## src/rtl/interval_timer_pkg.sv

```systemverilog
// Purpose: shared constants for the interval timer command decoder
// Assumes: 8-bit I/O port access from the expansion bus, one clock
// Notes: port offsets are I/O addresses; the control and read-back ports share an address
package interval_timer_pkg;
  localparam logic [7:0] GRP1_DATA0_ADDR = 8'h40;
  localparam logic [7:0] GRP1_DATA1_ADDR = 8'h41;
  localparam logic [7:0] GRP1_DATA2_ADDR = 8'h42;
  localparam logic [7:0] GRP1_CMD_ADDR = 8'h43;
  localparam logic [7:0] GRP2_DATA0_ADDR = 8'h48;
  localparam logic [7:0] GRP2_DATA2_ADDR = 8'h4A;
  localparam logic [7:0] GRP2_CMD_ADDR = 8'h4B;
  // control word fields
  localparam int SEL_HI = 7;
  localparam int SEL_LO = 6;
  localparam int ACC_HI = 5;
  localparam int ACC_LO = 4;
  localparam int MODE_HI = 3;
  localparam int MODE_LO = 1;
  localparam int BCD_BIT = 0;
  localparam logic [1:0] SEL_READBACK = 2'h3;
  localparam logic [1:0] ACC_LATCH = 2'h0;
  localparam logic [1:0] ACC_LSB = 2'h1;
  localparam logic [1:0] ACC_MSB = 2'h2;
  localparam logic [1:0] ACC_BOTH = 2'h3;
  // read-back fields, both latch bits active low
  localparam int RB_NCOUNT_BIT = 5;
  localparam int RB_NSTATUS_BIT = 4;
  localparam int RB_CNT0_BIT = 1;
  // status byte fields
  localparam int ST_OUT_BIT = 7;
  localparam int ST_NULL_BIT = 6;
  // reset values
  localparam logic [15:0] COUNT_RESET = 16'h0000;
  localparam logic [5:0] CTRL_RESET = 6'h00;
  // read data flow states
  typedef enum logic [2:0] {
    RD_LSB = 3'b001,
    RD_MSB = 3'b010,
    RD_DONE = 3'b100
  } read_phase_t;
endpackage

```

## src/rtl/timer_channel.sv

```systemverilog
// Purpose: one counter channel with count load, latch and read-back capture
// Assumes: count_tick is a one-cycle enable from the top-level divider
// Notes: counting waveform simplified; the count wraps at terminal instead of reloading
module timer_channel
  import interval_timer_pkg::*;
(
  // clock, reset and count tick
  input wire logic clock,
  input wire logic rstn,
  input wire logic count_tick,
  // command strobes
  input wire logic ctrl_we,
  input wire logic [5:0] ctrl_in,
  input wire logic latch_count,
  input wire logic latch_status,
  input wire logic data_we,
  input wire logic data_re,
  input wire logic [7:0] wdata,
  // results
  output logic [7:0] rdata,
  output logic out_level
);
  logic [5:0] ctrl_reg;
  logic [15:0] count_reg;
  logic [15:0] init_reg;
  logic [15:0] olatch_reg;
  logic [7:0] status_reg;
  logic cnt_latched_reg;
  logic st_latched_reg;
  logic null_reg;
  logic load_pend_reg;
  logic wr_msb_reg;
  read_phase_t rphase_reg;
  logic [1:0] acc;
  logic [2:0] mode;
  logic [15:0] view;
  logic [15:0] dec;
  logic [7:0] status_now;

  assign acc = ctrl_reg[5:4];
  assign mode = ctrl_reg[3:1];
  assign view = cnt_latched_reg ? olatch_reg : count_reg;
  assign status_now = {out_level, null_reg, ctrl_reg};

  // bcd-aware decrement, 0 wraps to the top of range
  always_comb
  begin
    dec = count_reg - 16'h0001;
    if (ctrl_reg[0])
    begin
      if (count_reg == 16'h0000)
        dec = 16'h9999;
      else if (count_reg[11:0] == 12'h000)
        dec = {count_reg[15:12] - 4'h1, 12'h999};
      else if (count_reg[7:0] == 8'h00)
        dec = {count_reg[15:8] - 8'h01, 8'h99};
      else if (count_reg[3:0] == 4'h0)
        dec = {count_reg[15:4] - 12'h001, 4'h9};
      else
        dec = count_reg - 16'h0001;
    end
  end

  // control word store; no reset value is promised to software
  always_ff @(posedge clock)
  begin
    if (!rstn)
      ctrl_reg <= CTRL_RESET;
    else if (ctrl_we)
      ctrl_reg <= ctrl_in;
  end

  // count byte writes in the programmed order
  always_ff @(posedge clock)
  begin
    if (!rstn)
    begin
      init_reg <= COUNT_RESET;
      wr_msb_reg <= 1'b0;
      load_pend_reg <= 1'b0;
    end
    else if (ctrl_we)
    begin
      wr_msb_reg <= 1'b0;
      load_pend_reg <= 1'b0;
    end
    else if (data_we)
    begin
      // new count accepted any time after the control word
      if (acc == ACC_LSB)
      begin
        init_reg <= {8'h00, wdata};
        load_pend_reg <= 1'b1;
      end
      else if (acc == ACC_MSB)
      begin
        init_reg <= {wdata, 8'h00};
        load_pend_reg <= 1'b1;
      end
      else if (!wr_msb_reg)
      begin
        init_reg[7:0] <= wdata;
        wr_msb_reg <= 1'b1;
      end
      else
      begin
        init_reg[15:8] <= wdata;
        wr_msb_reg <= 1'b0;
        load_pend_reg <= 1'b1;
      end
    end
    else if (load_pend_reg && count_tick)
      load_pend_reg <= 1'b0;
  end

  // counting element: loads on the next tick after a full count arrives
  always_ff @(posedge clock)
  begin
    if (!rstn)
    begin
      count_reg <= COUNT_RESET;
      null_reg <= 1'b0;
      out_level <= 1'b0;
    end
    else
    begin
      if (ctrl_we)
      begin
        null_reg <= 1'b1;
        out_level <= (ctrl_in[3:1] != 3'b000);
      end
      else if (data_we)
        null_reg <= 1'b1;
      else if (count_tick)
      begin
        if (load_pend_reg)
        begin
          count_reg <= init_reg;
          null_reg <= 1'b0;
        end
        else
        begin
          count_reg <= dec;
          if (count_reg == 16'h0001)
            out_level <= (mode == 3'b000) ? 1'b1 : ~out_level;
        end
      end
    end
  end

  // output latch and status latch; first command wins until read
  always_ff @(posedge clock)
  begin
    if (!rstn)
    begin
      olatch_reg <= COUNT_RESET;
      status_reg <= 8'h00;
      cnt_latched_reg <= 1'b0;
      st_latched_reg <= 1'b0;
      rphase_reg <= RD_LSB;
    end
    else if (ctrl_we)
    begin
      cnt_latched_reg <= 1'b0;
      st_latched_reg <= 1'b0;
      rphase_reg <= RD_LSB;
    end
    else if (data_re)
    begin
      // status goes first, then one or two count bytes
      if (st_latched_reg)
        st_latched_reg <= 1'b0;
      else
        case (rphase_reg)
          RD_LSB:
          begin
            if (acc == ACC_BOTH)
              rphase_reg <= RD_MSB;
            else
              cnt_latched_reg <= 1'b0;
          end
          RD_MSB:
          begin
            rphase_reg <= RD_LSB;
            cnt_latched_reg <= 1'b0;
          end
          default: rphase_reg <= RD_LSB;
        endcase
    end
    else
    begin
      if (latch_count && !cnt_latched_reg)
      begin
        olatch_reg <= count_reg;
        cnt_latched_reg <= 1'b1;
      end
      if (latch_status && !st_latched_reg)
      begin
        status_reg <= status_now;
        st_latched_reg <= 1'b1;
      end
    end
  end

  // read data mux
  always_comb
  begin
    if (st_latched_reg)
      rdata = status_reg;
    else if (acc == ACC_MSB || rphase_reg == RD_MSB)
      rdata = view[15:8];
    else
      rdata = view[7:0];
  end
endmodule

```

## src/rtl/interval_timer_control_readback.sv

```systemverilog
// Purpose: I/O decode of two timer groups: control words, read-back, data ports
// Assumes: single-cycle io_wr/io_rd strobes on the system clock; five counters present
// Notes: group 2 counter 1 is absent; its slot is never instantiated
//
// Function
// - two write-only 8-bit control word ports
// - bits 7:6 select counter or read-back
// - bits 5:4 byte order or counter latch
// - bits 3:1 counting mode, bit 3 partial
// - bit 0 binary or decimal countdown
// - new count accepted any time after control
// - one count data port per counter
// - control settings undefined after reset
// - reset clears outputs, speaker, request, refresh
// - read-back captures count, mode, output, null
// - read-back bits 3:1 select counters 2..0
// - read-back 00 latches count and status
// - latched count holds until read
// - latches released by port reads or a new control word
// - repeated latches before read are ignored
// - status read first, then count bytes
// - status byte field layout
// - counter latch captures count, repeats ignored
module interval_timer_control_readback
  import interval_timer_pkg::*;
#(
  parameter int TICK_DIV = 8
)
(
  // clock and reset
  input wire logic clock,
  input wire logic rstn,
  // I/O port access
  input wire logic [7:0] io_addr,
  input wire logic io_wr,
  input wire logic io_rd,
  input wire logic [7:0] io_wdata,
  output logic [7:0] io_rdata,
  // speaker gate and system outputs
  input wire logic speaker_gate,
  output logic timer_interrupt_request,
  output logic refresh_request,
  output logic speaker_output,
  output logic port61_bit5,
  output logic [4:0] counter_out
);
  localparam int NCH = 6;
  localparam logic [NCH-1:0] PRESENT = 6'b101111;

  logic [$clog2(TICK_DIV)-1:0] div_reg;
  logic tick_reg;
  logic gate_meta_reg;
  logic gate_sync_reg;
  logic [NCH-1:0] ctrl_we;
  logic [NCH-1:0] latch_cnt;
  logic [NCH-1:0] latch_st;
  logic [NCH-1:0] data_we;
  logic [NCH-1:0] data_re;
  logic [NCH-1:0] outs;
  logic [7:0] ch_rdata [NCH];
  logic [7:0] rd_next;
  logic cmd_g1;
  logic cmd_g2;
  logic [1:0] sel;
  logic [1:0] acc;

  // tick enable for counting; a single clock domain throughout
  always_ff @(posedge clock)
  begin
    if (!rstn)
    begin
      div_reg <= '0;
      tick_reg <= 1'b0;
    end
    else
    begin
      tick_reg <= (div_reg == $bits(div_reg)'(TICK_DIV - 1));
      if (div_reg == $bits(div_reg)'(TICK_DIV - 1))
        div_reg <= '0;
      else
        div_reg <= div_reg + 1'b1;
    end
  end

  // speaker gate comes from a pin, so synchronise it
  always_ff @(posedge clock)
  begin
    if (!rstn)
    begin
      gate_meta_reg <= 1'b0;
      gate_sync_reg <= 1'b0;
    end
    else
    begin
      gate_meta_reg <= speaker_gate;
      gate_sync_reg <= gate_meta_reg;
    end
  end

  assign cmd_g1 = io_wr && (io_addr == GRP1_CMD_ADDR);
  assign cmd_g2 = io_wr && (io_addr == GRP2_CMD_ADDR);
  assign sel = io_wdata[SEL_HI:SEL_LO];
  assign acc = io_wdata[ACC_HI:ACC_LO];

  // command decode, per counter slot (group*3 + index)
  always_comb
  begin
    ctrl_we = '0;
    latch_cnt = '0;
    latch_st = '0;
    data_we = '0;
    data_re = '0;
    for (int g = 0; g < 2; g++)
    begin
      if (g == 0 ? cmd_g1 : cmd_g2)
      begin
        if (sel == SEL_READBACK)
        begin
          for (int c = 0; c < 3; c++)
          begin
            if (io_wdata[RB_CNT0_BIT + c])
            begin
              // zero bits latch, so 00 latches both
              latch_cnt[g*3+c] = !io_wdata[RB_NCOUNT_BIT];
              latch_st[g*3+c] = !io_wdata[RB_NSTATUS_BIT];
            end
          end
        end
        else if (acc == ACC_LATCH)
          latch_cnt[g*3+int'(sel)] = 1'b1;
        else
          ctrl_we[g*3+int'(sel)] = 1'b1;
      end
    end
    // count data ports
    if (io_addr == GRP1_DATA0_ADDR)
    begin
      data_we[0] = io_wr;
      data_re[0] = io_rd;
    end
    else if (io_addr == GRP1_DATA1_ADDR)
    begin
      data_we[1] = io_wr;
      data_re[1] = io_rd;
    end
    else if (io_addr == GRP1_DATA2_ADDR)
    begin
      data_we[2] = io_wr;
      data_re[2] = io_rd;
    end
    else if (io_addr == GRP2_DATA0_ADDR)
    begin
      data_we[3] = io_wr;
      data_re[3] = io_rd;
    end
    else if (io_addr == GRP2_DATA2_ADDR)
    begin
      data_we[5] = io_wr;
      data_re[5] = io_rd;
    end
    ctrl_we = ctrl_we & PRESENT;
    latch_cnt = latch_cnt & PRESENT;
    latch_st = latch_st & PRESENT;
  end

  // present counters only; the missing slot reads as zero
  genvar i;
  generate
    for (i = 0; i < NCH; i++)
    begin : g_ch
      if (PRESENT[i])
      begin : g_on
        timer_channel u_ch (
          .clock(clock),
          .rstn(rstn),
          .count_tick(tick_reg),
          .ctrl_we(ctrl_we[i]),
          .ctrl_in(io_wdata[5:0]),
          .latch_count(latch_cnt[i]),
          .latch_status(latch_st[i]),
          .data_we(data_we[i]),
          .data_re(data_re[i]),
          .wdata(io_wdata),
          .rdata(ch_rdata[i]),
          .out_level(outs[i])
        );
      end
      else
      begin : g_off
        assign ch_rdata[i] = 8'h00;
        assign outs[i] = 1'b0;
      end
    end
  endgenerate

  // read data selection; control ports are write-only and read zero
  always_comb
  begin
    rd_next = 8'h00;
    for (int k = 0; k < NCH; k++)
      if (data_re[k])
        rd_next = ch_rdata[k];
  end

  // registered outputs, all cleared by reset
  always_ff @(posedge clock)
  begin
    if (!rstn)
    begin
      io_rdata <= 8'h00;
      counter_out <= 5'h00;
      timer_interrupt_request <= 1'b0;
      refresh_request <= 1'b0;
      speaker_output <= 1'b0;
      port61_bit5 <= 1'b0;
    end
    else
    begin
      io_rdata <= rd_next;
      counter_out <= {outs[5], outs[3], outs[2], outs[1], outs[0]};
      timer_interrupt_request <= outs[0];
      refresh_request <= outs[1];
      speaker_output <= outs[2] & gate_sync_reg;
      port61_bit5 <= outs[2];
    end
  end
endmodule

```

## config.mk

```make
export PLATFORM = sky130hd
export DESIGN_NAME = interval_timer_control_readback
export DESIGN_NICKNAME = d
export VERILOG_FILES = /design/src/rtl/interval_timer_pkg.sv /design/src/rtl/timer_channel.sv /design/src/rtl/interval_timer_control_readback.sv
export SDC_FILE = /design/constraint.sdc
export NUM_CORES = 1
export LEC_CHECK = 0
export ABC_AREA = 1
export BUFFER_PORTS_ARGS = -buffer_cell sky130_fd_sc_hd__clkbuf_2
export CAP_MARGIN = 25
export CORE_UTILIZATION = 30
export CTS_BUF_LIST = sky130_fd_sc_hd__clkbuf_16
export DETAILED_ROUTE_END_ITERATION = 6
export GPL_TIMING_DRIVEN = 0
export PLACE_DENSITY = 0.57
export SLEW_MARGIN = 10
export SYNTH_ARGS = -nofsm -noshare
export SYNTH_HDL_FRONTEND = slang
export SYNTH_SLANG_ARGS = --single-unit
```

## constraint.sdc

```tcl
create_clock -name clock -period 1.9 [get_ports clock]
set_input_delay 0.285 -clock clock [delete_from_list [all_inputs] [get_ports clock]]
set_output_delay 0.285 -clock clock [all_outputs]
set_load 0.05 [all_outputs]
```

==> PnR_summary.wiki <==
{| class="wikitable"
! Metric !! Value
|-
| Result of the run || complete, but fails checks
|-
| Violated checks || setup timing
|-
| Share of total power in combinational logic || 0.055
|-
| Number of library cell types mapped by synthesis || 58
|-
| Final-report setup violation count || 5
|-
| Synthesized area per cell || 6.68 µm²
|-
| Ys Warns || 0
|-
| TritonCTS clock tree || built
|-
| Peak ir drop on the vdd network || 0.480 mV
|-
| Max Freq || 512 MHz
|-
| Portion of the post-synthesis area used by sequential elements || 0.355
|-
| Commonest non-fill, non-tap cell in the layout || nand2_1
|-
| Clock tree root driver cell || clkbuf_16
|-
| Number of iterations in the first detailed-routing pass || 6
|-
| List of cells traversed by the critical path || inv_2 -> ha_4 -> nor2_4 -> buf_8 -> o21ai_2 -> o221ai_2 -> o21ai_2 -> nor3_2 -> nor3_2 -> nor2_2
|-
| Post-synthesis xor/xnor area fraction || 0.0143
|-
| Cell Rows || 96
|-
| Number of DRC markers after the initial detailed-route iteration || 2051
|-
| Port Buffers || 34
|-
| Setup repair after global routing missed its margin || true
|-
| P per Cell Area || 672 nW/µm²
|-
| Kind of start point of the critical path || flop
|-
| DIE WIDTH || 266 µm
|-
| Crit path arrival time || 2430 ps
|-
| Initial Util || 0.304
|-
| Fraction of the mapped netlist area in simple logic gates || 0.250
|-
| Final critical-path setup slack || -52.6 ps
|-
| Relative max-transition margin || 0.271
|-
| Utilization of the core after routing || 0.380
|-
| Largest area contributor in the synthesized netlist || dfxtp_1
|-
| Crit path launch || g_ch[5].g_on.u_ch.rphase_reg[0]$_SDFFE_PP1P_
|-
| Fraction of registers with async set or reset after synthesis || 0
|-
| Net switching fraction of the power || 0.248
|-
| Cell Area, Synth || 20900 µm²
|-
| Hold Vio Cnt, Final || 0
|-
| Most used cells in the layout excluding fill and tap cells || nand2_1, a21oi_1, dfxtp_1
|-
| Slack of the worst reg-to-reg path || -50 ps
|-
| First-pass GRT wire length || 120 mm
|-
| Gate Count Post-Synth || 3124
|-
| # clock sinks || 370
|-
| Post-placement setup slack || -984 ps
|-
| Detailed-route via count || 22200
|-
| Final cycle utilization of the critical path || 1.03
|-
| Top cells by area, synth || dfxtp_1, nand2_1, a21oi_1
|-
| DRC violation count after routing || 0
|-
| Max-slew violations || 0
|-
| Diode insertion count for antenna repair || 0
|-
| Critical register-to-register path endpoint || io_rdata[0]$_SDFF_PN0_
|-
| Die Span Y || 266 µm
|-
| Type of the worst setup path || flop to flop
|-
| Syn Nets || 3206
|-
| Path depth of the worst reg2reg path || 10
|-
| Required @ worst endpoint || 2380 ps
|-
| CTS buffer count || 44
|-
| Minimum period implied by the final worst setup slack || 1950 ps
|-
| Longest Clk Path Bufs || 3
|-
| Routed wire length per instance || 18.7 µm
|-
| Net Sw Power || 4.35 mW
|-
| Part of the total power dissipated in the clock network || 0.502
|-
| Initial antenna violation count || 2
|-
| Vias in the first global route || 20300
|-
| Relative contribution of sequential cells to total power || 0.443
|-
| Crit path max-delay cell type || dfxtp_2
|-
| Pin slew with the least headroom to its limit || 1090 ps
|-
| Vias per std cell || 5.21
|-
| Die Outline Area || 70700 µm²
|-
| Core outline area || 68700 µm²
|-
| Pin count of the biggest net entering global routing || 14
|-
| Routability cong. || 0.937
|-
| Clock latency on the worst-skew pair || 590 ps
|-
| Total leakage power || 10.5 nW
|-
| Top flip-flop cell by instance count after synthesis || dfxtp_1
|-
| Post-route setup TNS || -83.4 ps
|-
| Main combinational cell family by area after synthesis || simple AND/OR/NAND/NOR gates
|-
| Clock transition at the register clock pins on the worst setup and hold paths after CTS || 60 ps
|-
| Count of nets after finishing || 3380
|-
| Complex-gate fraction of the synthesized area || 0.248
|-
| Boundary Pins || 38
|-
| Final routed wirelength across all metal layers || 79.6 mm
|-
| Multiplexer area fraction after synthesis || 0.000479
|-
| Post-synth top area share || 0.355
|-
| Endpoint class of the critical path || flop
|-
| Fraction of final layout cells with drive strength greater than 1 || 0.208
|-
| Post-detailed-placement half-perimeter wirelength || 58.2 mm
|-
| Class of the most critical hold timing path || input pin to flop
|-
| Hold wc startpoint || io_wdata[4]
|-
| Final ANT Viol Nets || 0
|-
| Area Growth Syn to Fin || 25.1%
|-
| Internal Pwr Total || 13.2 mW
|-
| Flip-flop and latch count after synthesis || 370
|-
| Source of the worst register-to-register timing path || g_ch[5].g_on.u_ch.rphase_reg[0]$_SDFFE_PP1P_
|-
| Adder and majority cell fraction of the synthesized area || 0.0366
|-
| Peak fanout along the critical path || 5
|-
| H-tree depth || 2
|-
| Number of violations of the max-capacitance limit || 0
|-
| Post-synth EDFFs || 0
|-
| Clock Skew || 33.2 ps
|-
| Overflow after GRT || 0
|-
| Critical path destination || io_rdata[0]$_SDFF_PN0_
|-
| Largest stage delay on the critical path || 340 ps
|-
| Global-route total usage across every layer || 0.217
|}
==> Yosys cell counts, types with 3 or more instances <==
cell type and n:
a211oi_1 51, a211oi_2 3, a21oi_1 373, a21oi_2 3, a22oi_1 6, a31oi_1 31
buf_1 4, buf_2 25, buf_4 4, buf_6 9, clkbuf_1 100, clkinv_1 14
dfxtp_1 370, ha_1 61, inv_1 338, inv_2 9, nand2_1 604, nand2_2 8
nand2_4 4, nand3_1 204, nand3_2 5, nand3b_1 7, nand4_1 28, nor2_1 268
nor2_2 14, nor2_4 4, nor3_1 45, nor4_1 11, o2111ai_1 3, o211ai_1 50
o21ai_0 350, o21ai_1 17, o21ai_2 3, o221ai_1 9, o22ai_1 5, o31ai_1 16
o32ai_1 3, or2_2 7, xnor2_1 3, xor2_1 31
==> logic make-up after synthesis <==
family                   count (synthesis)
AO/OA/AOI/OAI                          934
multiplexers                             1
adder cells (fa/ha/maj)                 61
XOR/XNOR                                34
AND/OR/NAND/NOR                       1217
flip-flops                             370
buffers and inverters                  507
==> critical path: cells and delay by family, from the launching register on <==
family | cells | cell delay (ps)
buf+inv | 2 | 190
simple gates | 4 | 760
flops | 1 | 340
compound gates | 3 | 370
fa+ha+maj | 1 | 160
==> per-stage QoR <==
stage	instances	instance area (µm²)	power, mW	hold WS (ps)
finish	4260	26100	17.6	140
floorplan	3124	20900	8.45	383
global placement	4089	22200	8.80	402
CTS	4193	24700	17.6	98.8
global route	4260	26100	18.1	128
detailed placement	4089	22200	8.80	403
==> power groups by stage <==
stage | clock, mW | sequential, mW | combinational [mW]
3_5_place_dp | 0 | 7.97 | 0.833
5_1_grt | 9.27 | 7.77 | 1.03
4_1_cts | 8.94 | 7.79 | 0.881
3_3_place_gp | 0 | 7.97 | 0.836
6_report | 8.82 | 7.77 | 0.963
2_1_floorplan | 0 | 7.96 | 0.490
==> worst min-delay path by stage <==
stage | endpoint | slack [ps] | cells past startpoint
detailed placement | gate_sync_reg$_SDFF_PN0_ | 400 | 2
floorplan | gate_meta_reg$_SDFF_PN0_ | 380 | 2
CTS | g_ch[3].g_on.u_ch.ctrl_reg[4]$_SDFFE_PN0P_ | 100 | 3
global placement | speaker_output$_SDFF_PN0_ | 400 | 2
finish | g_ch[3].g_on.u_ch.ctrl_reg[4]$_SDFFE_PN0P_ | 140 | 3
global route | g_ch[3].g_on.u_ch.ctrl_reg[4]$_SDFFE_PN0P_ | 130 | 3
==> per-layer routing <==
layer  vias up  global-route usage  wire length (µm)
li1      10900                   -                 -
met1     10400               0.307             36800
met2       751               0.339             35000
met3       144              0.0274              5140
met4         2              0.0732              2600
met5         -                   0                15
==> layout make-up <==
class,instances,area (µm²)
plain buffers,134,736
clock buffers,46,1150
clock inverters,31,322
fillers,7351,42600
inverters,363,1480
multi-input cells,2247,12800
flip-flops and latches,370,7520
well taps,931,1160
repair buffers,138,983
==> timing repair <==
item                       4_1_cts  5_1_grt
hold buffers                     1        0
setup buffers                   29       72
setup endpoints to repair      143      200
pin swaps                       44       73
resized for setup              316      323
hold endpoints to repair         1        0
gates cloned                     2        0
(Power assumes the default switching activity.)
